File: config.mk
export PLATFORM = sky130hd
export DESIGN_NAME = mii_serial_phy_interface
export DESIGN_NICKNAME = d
export VERILOG_FILES = /design/src/rtl/phy_if_pkg.sv /design/src/rtl/phy_if.sv
export VERILOG_INCLUDE_DIRS = /design/src /design/src/rtl
export SDC_FILE = /design/constraint.sdc
export NUM_CORES = 1
export LEC_CHECK = 0
export CAP_MARGIN = 10
export CORE_ASPECT_RATIO = 1.4
export CORE_MARGIN = 2
export CORE_UTILIZATION = 60
export DETAILED_ROUTE_END_ITERATION = 16
export DONT_BUFFER_PORTS = 1
export PLACE_DENSITY = 0.76
export SKIP_CTS_REPAIR_TIMING = 1
export SYNTH_ARGS = -nofsm -noshare
export SYNTH_HDL_FRONTEND = slang
export SYNTH_SLANG_ARGS = --single-unit
File: constraint.sdc
create_clock -name clock_i -period 3.7 [get_ports clock_i]
set_clock_uncertainty 0.05 [all_clocks]
set_input_delay 0.74 -clock clock_i [delete_from_list [all_inputs] [get_ports clock_i]]
set_output_delay 0.74 -clock clock_i [all_outputs]
set_load 0.02 [all_outputs]
File: src/rtl/phy_if_map.svh
// constants for the phy-side media interface
`ifndef PHY_IF_MAP_SVH
`define PHY_IF_MAP_SVH
`define MGMT_DIV_HALF    4'h4
`define SYMERR_WIDTH     8
`define SYMERR_RESET     8'h00
`define SYMERR_MAX       8'hFF
`define JAM_BITS         6'h20
`define NIB_BITS         3'h4
`define SER_BITS         3'h1
`define JAM_NIBBLE       4'hF
`define RX_BIT_LAST      3'h3
`endif

File: src/rtl/phy_if_pkg.sv
// types for the phy-side media interface
package phy_if_pkg;
	typedef enum logic [1:0] {TX_IDLE, TX_DATA, TX_JAM} tx_state_type;
	typedef logic [3:0] nibble_type;
endpackage

File: src/rtl/phy_if.sv
// phy-side transmit, receive, collision, error count and management pins
`timescale 1ns/10ps
`include "phy_if_map.svh"
module mii_serial_phy_interface (
	input  wire logic                 clock_i,
	input  wire logic                 rst_b_i,
	input  wire logic                 mii_mode_i,
	input  wire logic                 tx_clk_i,
	output logic [3:0]                tx_data_o,
	output logic                      tx_en_o,
	input  wire logic                 rx_clk_i,
	input  wire logic [3:0]           rx_data_i,
	input  wire logic                 rx_dv_i,
	input  wire logic                 carrier_sense_in,
	input  wire logic                 rx_err_i,
	input  wire logic                 coll_i,
	input  wire phy_if_pkg::nibble_type tx_word_i,
	input  wire logic                 tx_valid_i,
	input  wire logic                 tx_last_i,
	output logic                      tx_ready_o,
	output phy_if_pkg::nibble_type    rx_word_o,
	output logic                      rx_valid_o,
	input  wire logic                 rx_ready_i,
	output logic                      rx_frame_o,
	output logic                      coll_o,
	output logic [7:0]                sym_err_o,
	output logic                      mgmt_clock_out,
	output logic                      mdio_o,
	output logic                      mdio_oe_o,
	input  wire logic                 mdio_i,
	input  wire logic                 mgmt_dout_i,
	input  wire logic                 mgmt_drive_i,
	output logic                      mgmt_din_o
);
	import phy_if_pkg::*;

	logic       rst_m_r;
	logic       rst_r;
	logic [2:0] txc_s_r;
	logic [2:0] rxc_s_r;
	logic [3:0] rxd_m_r;
	logic [3:0] rxd_s_r;
	logic [1:0] dv_s_r;
	logic [1:0] cs_s_r;
	logic [1:0] er_s_r;
	logic [1:0] co_s_r;
	logic [1:0] md_s_r;
	logic       er_d_r;
	logic       rst_n;

	assign rst_n = rst_r;

	// reset released through two flip-flops
	always_ff @(posedge clock_i or negedge rst_b_i) begin
		if (!rst_b_i) begin
			rst_m_r <= 1'b0;
			rst_r   <= 1'b0;
		end else begin
			rst_m_r <= 1'b1;
			rst_r   <= rst_m_r;
		end
	end

	// link pins are asynchronous; two stages before any logic, third for edges
	always_ff @(posedge clock_i or negedge rst_n) begin
		if (!rst_n) begin
			txc_s_r <= 3'h0;
			rxc_s_r <= 3'h0;
			rxd_m_r <= 4'h0;
			rxd_s_r <= 4'h0;
			dv_s_r  <= 2'h0;
			cs_s_r  <= 2'h0;
			er_s_r  <= 2'h0;
			co_s_r  <= 2'h0;
			md_s_r  <= 2'h0;
			er_d_r  <= 1'b0;
		end else begin
			txc_s_r <= {txc_s_r[1:0], tx_clk_i};
			rxc_s_r <= {rxc_s_r[1:0], rx_clk_i};
			rxd_m_r <= rx_data_i;
			rxd_s_r <= rxd_m_r;
			dv_s_r  <= {dv_s_r[0], rx_dv_i};
			cs_s_r  <= {cs_s_r[0], carrier_sense_in};
			er_s_r  <= {er_s_r[0], rx_err_i};
			co_s_r  <= {co_s_r[0], coll_i};
			md_s_r  <= {md_s_r[0], mdio_i};
			er_d_r  <= er_s_r[1];
		end
	end

	// a link clock idling high at reset gives one false edge; both paths are idle then, so no harm
	logic       txc_rise;
	logic       txc_fall;
	logic       rxc_rise;
	logic       rxc_fall;
	logic       tx_launch;
	logic       rx_sample;
	assign txc_rise  = txc_s_r[1] & ~txc_s_r[2];
	assign txc_fall  = ~txc_s_r[1] & txc_s_r[2];
	assign rxc_rise  = rxc_s_r[1] & ~rxc_s_r[2];
	assign rxc_fall  = ~rxc_s_r[1] & rxc_s_r[2];
	assign tx_launch = mii_mode_i ? txc_rise : txc_fall;
	assign rx_sample = mii_mode_i ? rxc_rise : rxc_fall;

	// two-entry transmit buffer: a slow link stalls the source, no word lost
	nibble_type tb_data_r [2];
	logic       tb_last_r [2];
	logic [1:0] tb_cnt_r;
	logic       tb_wp_r;
	logic       tb_rp_r;
	logic       tb_pop;
	assign tx_ready_o = (tb_cnt_r != 2'h2);

	always_ff @(posedge clock_i or negedge rst_n) begin
		if (!rst_n) begin
			tb_cnt_r     <= 2'h0;
			tb_wp_r      <= 1'b0;
			tb_rp_r      <= 1'b0;
			tb_data_r[0] <= 4'h0;
			tb_data_r[1] <= 4'h0;
			tb_last_r[0] <= 1'b0;
			tb_last_r[1] <= 1'b0;
		end else begin
			if (tx_valid_i && tx_ready_o) begin
				tb_data_r[tb_wp_r] <= tx_word_i;
				tb_last_r[tb_wp_r] <= tx_last_i;
				tb_wp_r            <= ~tb_wp_r;
			end
			if (tb_pop)
				tb_rp_r <= ~tb_rp_r;
			tb_cnt_r <= tb_cnt_r + {1'b0, tx_valid_i && tx_ready_o} - {1'b0, tb_pop};
		end
	end

	// transmit shifter: a nibble per launch in mii mode, one bit in serial mode
	tx_state_type tx_st_r;
	nibble_type   sh_r;
	logic [2:0]   sh_left_r;
	logic         sh_last_r;
	logic [5:0]   jam_r;
	logic         coll_r;
	logic         need_word;

	assign need_word = (sh_left_r <= 3'h1);
	assign tb_pop    = tx_launch && (tx_st_r != TX_JAM) && need_word && !sh_last_r && (tb_cnt_r != 2'h0);

	always_ff @(posedge clock_i or negedge rst_n) begin
		if (!rst_n) begin
			tx_st_r   <= TX_IDLE;
			sh_r      <= 4'h0;
			sh_left_r <= 3'h0;
			sh_last_r <= 1'b0;
			jam_r     <= 6'h0;
			tx_data_o <= 4'h0;
			tx_en_o   <= 1'b0;
		end else if (tx_launch) begin
			unique case (tx_st_r)
				TX_IDLE, TX_DATA: begin
					if (coll_r && tx_st_r == TX_DATA) begin
						tx_st_r   <= TX_JAM;
						jam_r     <= `JAM_BITS;
						tx_data_o <= `JAM_NIBBLE;
					end else if (!need_word) begin
						tx_data_o <= {3'h0, sh_r[1]};
						sh_r      <= sh_r >> 1;
						sh_left_r <= sh_left_r - 3'h1;
					end else if (tb_pop) begin
						// enable rises with the first data unit taken from the buffer
						tx_en_o   <= 1'b1;
						tx_st_r   <= TX_DATA;
						sh_r      <= tb_data_r[tb_rp_r];
						sh_last_r <= tb_last_r[tb_rp_r];
						sh_left_r <= mii_mode_i ? `SER_BITS : `NIB_BITS;
						tx_data_o <= mii_mode_i ? tb_data_r[tb_rp_r] : {3'h0, tb_data_r[tb_rp_r][0]};
					end else begin
						// enable falls once the last unit has left
						tx_en_o   <= 1'b0;
						tx_st_r   <= TX_IDLE;
						sh_last_r <= 1'b0;
						sh_left_r <= 3'h0;
						tx_data_o <= 4'h0;
					end
				end
				TX_JAM: begin
					jam_r <= jam_r - 6'h1;
					if (jam_r == 6'h1) begin
						tx_st_r   <= TX_IDLE;
						tx_en_o   <= 1'b0;
						tx_data_o <= 4'h0;
						sh_last_r <= 1'b0;
						sh_left_r <= 3'h0;
					end
				end
			endcase
		end
	end

	// collision sticky until jam ends; a new pulse wins over the clear
	logic jam_done;
	assign jam_done = tx_launch && (tx_st_r == TX_JAM) && (jam_r == 6'h1);
	always_ff @(posedge clock_i or negedge rst_n) begin
		if (!rst_n)
			coll_r <= 1'b0;
		else if (co_s_r[1])
			coll_r <= 1'b1;
		else if (jam_done)
			coll_r <= 1'b0;
	end
	assign coll_o = coll_r;

	// receive: upper lines and data valid unused in serial mode
	logic       rx_q;
	logic       rx_have_r;
	nibble_type rx_acc_r;
	logic [2:0] rx_cnt_r;
	assign rx_q = mii_mode_i ? dv_s_r[1] : cs_s_r[1];

	always_ff @(posedge clock_i or negedge rst_n) begin
		if (!rst_n) begin
			rx_acc_r   <= 4'h0;
			rx_cnt_r   <= 3'h0;
			rx_have_r  <= 1'b0;
			rx_frame_o <= 1'b0;
		end else begin
			rx_have_r <= 1'b0;
			if (rx_sample) begin
				rx_frame_o <= rx_q;
				if (!rx_q) begin
					rx_cnt_r <= 3'h0;
				end else if (mii_mode_i) begin
					rx_acc_r  <= rxd_s_r;
					rx_have_r <= 1'b1;
				end else begin
					rx_acc_r <= {rxd_s_r[0], rx_acc_r[3:1]};
					rx_cnt_r <= (rx_cnt_r == `RX_BIT_LAST) ? 3'h0 : rx_cnt_r + 3'h1;
					rx_have_r <= (rx_cnt_r == `RX_BIT_LAST);
				end
			end
		end
	end

	// two-entry receive buffer toward the user
	// a nibble that arrives with both entries full is dropped: the user must keep up
	nibble_type rb_data_r [2];
	logic [1:0] rb_cnt_r;
	logic       rb_wp_r;
	logic       rb_rp_r;
	logic       rb_push;
	logic       rb_pop;
	assign rb_push    = rx_have_r && (rb_cnt_r != 2'h2);
	assign rb_pop     = rx_valid_o && rx_ready_i;
	assign rx_valid_o = (rb_cnt_r != 2'h0);

	always_ff @(posedge clock_i or negedge rst_n) begin
		if (!rst_n) begin
			rb_cnt_r     <= 2'h0;
			rb_wp_r      <= 1'b0;
			rb_rp_r      <= 1'b0;
			rb_data_r[0] <= 4'h0;
			rb_data_r[1] <= 4'h0;
		end else begin
			if (rb_push) begin
				rb_data_r[rb_wp_r] <= rx_acc_r;
				rb_wp_r            <= ~rb_wp_r;
			end
			if (rb_pop)
				rb_rp_r <= ~rb_rp_r;
			rb_cnt_r <= rb_cnt_r + {1'b0, rb_push} - {1'b0, rb_pop};
		end
	end
	assign rx_word_o = rb_data_r[rb_rp_r];

	// symbol error counter saturates rather than wrapping
	always_ff @(posedge clock_i or negedge rst_n) begin
		if (!rst_n)
			sym_err_o <= `SYMERR_RESET;
		else if (er_s_r[1] && !er_d_r && sym_err_o != `SYMERR_MAX)
			sym_err_o <= sym_err_o + 8'h01;
	end

	// management clock divider; data launched on the falling edge
	logic [3:0] md_div_r;
	always_ff @(posedge clock_i or negedge rst_n) begin
		if (!rst_n) begin
			md_div_r       <= 4'h0;
			mgmt_clock_out <= 1'b0;
			mdio_o         <= 1'b0;
			mdio_oe_o      <= 1'b0;
			mgmt_din_o     <= 1'b0;
		end else if (md_div_r == `MGMT_DIV_HALF - 4'h1) begin
			md_div_r       <= 4'h0;
			mgmt_clock_out <= ~mgmt_clock_out;
			if (mgmt_clock_out) begin
				mdio_o    <= mgmt_dout_i;
				mdio_oe_o <= mgmt_drive_i;
			end else begin
				mgmt_din_o <= md_s_r[1];
			end
		end else begin
			md_div_r <= md_div_r + 4'h1;
		end
	end
endmodule

==> metrics.md <==
| Metric | Value |
|---|---|
| Die W | `74.83 um` |
| Crit path max-delay family | `adder cells` |
| CP cell instances | `ha_1, o21bai_2, and3_1, nand3_1, inv_1, ha_1, inv_1, ha_1, xnor2_1, xnor2_1` |
| First-pass GRT wire length | `11450 um` |
| RSZ-0062 raised after global routing | `false` |
| # setup viols final | `0` |
| Hold Path Class | `register to asynchronous set/reset pin` |
| CP max FO | `9` |
| Detailed router's first-iteration violation count | `114` |
| Slowest CP cell | `dfrtp_1` |
| Register area | `2481 um^2` |
| Maxcap violations | `0` |
| Antenna cells | `0` |
| Leak | `1.960 nW` |
| Via-to-Cell Ratio | `5.650` |
| RR Startpoint | `sh_left_r[0]$_DFFE_PN0P_` |
| Via Count | `2435` |
| I/O Buffers | `0` |
| CTS Buf Count | `9` |
| Fill count | `534` |
| CP most frequent cell | `ha_1` |
| H-tree levels | `3` |
| Post-Layout Inst Area | `4444 um^2` |
| Synth cell types | `60` |
| Fraction of layout cells with a size suffix above 1 | `19.64%` |
| Drt wl/cell | `15.46 um` |
| Asr flop ratio synth | `100.0%` |
| Clock latency on the worst-skew pair | `0.35 ns` |
| CTS sink count | `99` |
| Clk slew on worst S/H paths | `0.09 ns` |
| Final slew viol count | `0` |
| Area of the die | `7719 um^2` |
| Status | `completed` |
| Startpoint types | `register` |
| Period utilization | `62.59%` |
| Critical Path AT | `2.55 ns` |
| Worst R2R End | `tb_cnt_r[1]$_DFF_PN0_` |
| Sequential area share after synthesis | `58.79%` |
| Vias in the first global route | `2516` |
| Least-Margin Pin Slew | `0.6828 ns` |
| Mapped Area | `4214 um^2` |
| Critical path required time | `3.93 ns` |
| Tmin final | `2.316 ns` |
| Initial antenna violation count | `0` |
| Flops & latches, synth | `99` |
| Fmax | `0.4318 GHz` |
| Max IR drop VDD | `0.4080 mV` |
| Final Hold Vio Count | `0` |
| GR Util All Layers | `20.10%` |
| GPL Wtd Cong | `0.8439` |
| Routed Antenna Nets | `0` |
| Rel. slew slack | `54.18%` |
| DRC | `0` |
| Slowest stage delay, CP | `0.43 ns` |
| Top_reg_cell synth | `dfrtp_1` |
| Worst Setup Slack, final | `1.384 ns` |
| Layout area overhead | `5.463%` |
| Warnings from Yosys | `0` |
| Largest net degree at the start of global routing | `37` |
| Pwr dens | `743.7 nW/um^2` |
| Initial Util | `61.15%` |
| Core area | `6892 um^2` |
| I/O Pins | `48` |
| Mean Syn Cell Area | `12.89 um^2` |
| R2r worst-path depth | `10` |
| Worst Setup End Kind | `register` |
| Cell Area, Placed | `4285 um^2` |
| Worst-case clock buffer depth | `2` |
| EDFF count, synth | `0` |
| CTS tree | `built` |
| Die Ht | `103.2 um` |
| Synthesized net count | `361` |
| Crit path kind | `register to register` |
| Reg2reg setup slack | `1.38 ns` |
| Root Buffer | `clkbuf_8` |
| Fin nets | `367` |
| Multi-input logic area | `1607 um^2` |
| Grt total ovfl | `0` |
| Crit path buf inv count | `2` |
| Mapped Cells | `327` |
| Post-route setup TNS | `0 ns` |
| Number of detailed-route iterations in the first pass | `4` |
| DP Worst Slack | `1.331 ns` |
| Row count | `36` |
| Overall routed net length | `6664 um` |
| Hpwl dp | `4910 um` |
Yosys cell counts (3+ instances only):
| master | n | area (um^2) |
|---|---|---|
| ha_1 | 11 | 137.6 |
| dfrtp_1 | 99 | 2477 |
| mux2_2 | 34 | 382.9 |
| nand3b_1 | 3 | 22.52 |
| a21oi_1 | 10 | 50.05 |
| o2bb2ai_1 | 5 | 43.79 |
| nor3b_1 | 4 | 30.03 |
| o21ai_1 | 4 | 20.02 |
| nor2_1 | 16 | 60.06 |
| buf_6 | 3 | 33.78 |
| clkbuf_1 | 3 | 11.26 |
| xor2_1 | 8 | 70.07 |
| a32o_1 | 3 | 30.03 |
| nand2_1 | 12 | 45.04 |
| inv_1 | 17 | 63.81 |
| nor2b_1 | 3 | 18.77 |
| xnor2_1 | 9 | 78.83 |
| o21ai_0 | 7 | 35.03 |
| a31oi_1 | 5 | 31.28 |
| nand3_1 | 9 | 45.04 |
| mux2i_1 | 7 | 70.07 |
| nor3_1 | 9 | 45.04 |
power by group:
group          internal [mW]  leakage (nW)  switching, mW
Combinational          0.507         0.683          0.510
Clock                  0.235        0.0750          0.330
Sequential              1.38          1.20          0.342
Total                   2.12          1.96           1.18
registers in the layout (all words and copies together) (netlist names), 4 cells and up:
| name | count |
|---|---|
| rxd_m_r | 4 |
| tb_data_r | 8 |
| sym_err_o | 8 |
| rx_acc_r | 4 |
| tx_data_o | 4 |
| jam_r | 6 |
| rb_data_r | 8 |
| md_div_r | 4 |
| rxd_s_r | 4 |
worst reg2reg max path, stage by stage, from the launching register on:
cell and delay (ns):
dfrtp_1 0.43, ha_1 0.22, o21bai_2 0.23, and3_1 0.28, nand3_1 0.17, inv_1 0.07
ha_1 0.27, inv_1 0.04, ha_1 0.18, xnor2_1 0.17, xnor2_1 0.13
cell usage in the layout, fill, tap and decap left out, types with 2 or more instances in the layout:
cell type / n
o22ai_1: 2
xor2_1: 8
o21a_1: 2
a32o_1: 3
inv_1: 17
and3_1: 2
clkbuf_1: 2
xnor2_1: 9
nor2_1: 16
nand4_1: 2
ha_1: 11
nand3_1: 9
dfrtp_1: 98
o2bb2ai_1: 5
o21ba_2: 2
clkbuf_8: 9
a221oi_1: 2
a21oi_1: 10
mux2i_1: 7
mux2_2: 34
nor3b_1: 4
clkinv_2: 2
o21bai_1: 2
nand2_1: 12
o21ai_1: 4
nand2b_1: 2
nor3_1: 9
nand3b_1: 3
a31oi_1: 5
buf_4: 2
nor2b_1: 3
o21ai_0: 7
stage by stage:
stage	cells	hold slack, ns	util [%]	total power [mW]
CTS	430	-0.0009913	64.34	3.335
global route	431	0.2747	64.49	3.559
global placement	416	0.2385	62.18	2.717
detailed placement	416	0.2436	62.18	2.764
floorplan	327	0.2812	-	2.588
finish	431	0.2278	64.49	3.305
worst max path at each step:
stage	from	end	slack, ns	cells past startpoint
floorplan	rst_n$_DFF_PN0_	co_s_r[0]$_DFF_PN0_	0.69	0
global placement	mii_mode_i	tb_cnt_r[1]$_DFF_PN0_	1.42	9
detailed placement	mii_mode_i	tb_cnt_r[1]$_DFF_PN0_	1.33	9
CTS	sh_left_r[0]$_DFFE_PN0P_	tb_cnt_r[1]$_DFF_PN0_	1.38	10
global route	sh_left_r[1]$_DFFE_PN0P_	tb_cnt_r[1]$_DFF_PN0_	1.20	11
finish	sh_left_r[0]$_DFFE_PN0P_	tb_cnt_r[1]$_DFF_PN0_	1.38	10
cells by family (layout without fill, tap and decap cells):
kind of cell	Yosys count	count (layout)	share of synthesized area, %
fa+ha+maj	11	11	3.266
flops	99	99	58.79
other cells	1	1	0.08899
simple gates	76	76	10.39
xor+xnor	17	17	3.533
mux	42	42	11.10
compound gates	56	56	9.739
buf+inv	25	34	3.088
routing by layer:
metal | track usage [%] | part of all wire (%) | vias to the layer above
li1 | - | - | 1155
met1 | 24.52 | 40 | 1211
met2 | 31.78 | 53 | 54
met3 | 7.331 | 4.6 | 15
met4 | 9.066 | 2.4 | 0
met5 | 0 | 0 | -
area by class of cell:
type,count,share of cell area (%)
Clock buffer,11,2.956
Clock inverter,3,0.3941
Inverter,17,1.436
Multi-Input combinational cell,203,36.15
Sequential cell,99,55.83
Tap cell,95,2.675
Timing Repair Buffer,3,0.5631
No activity file was read; power rests on OpenSTA's default activity.
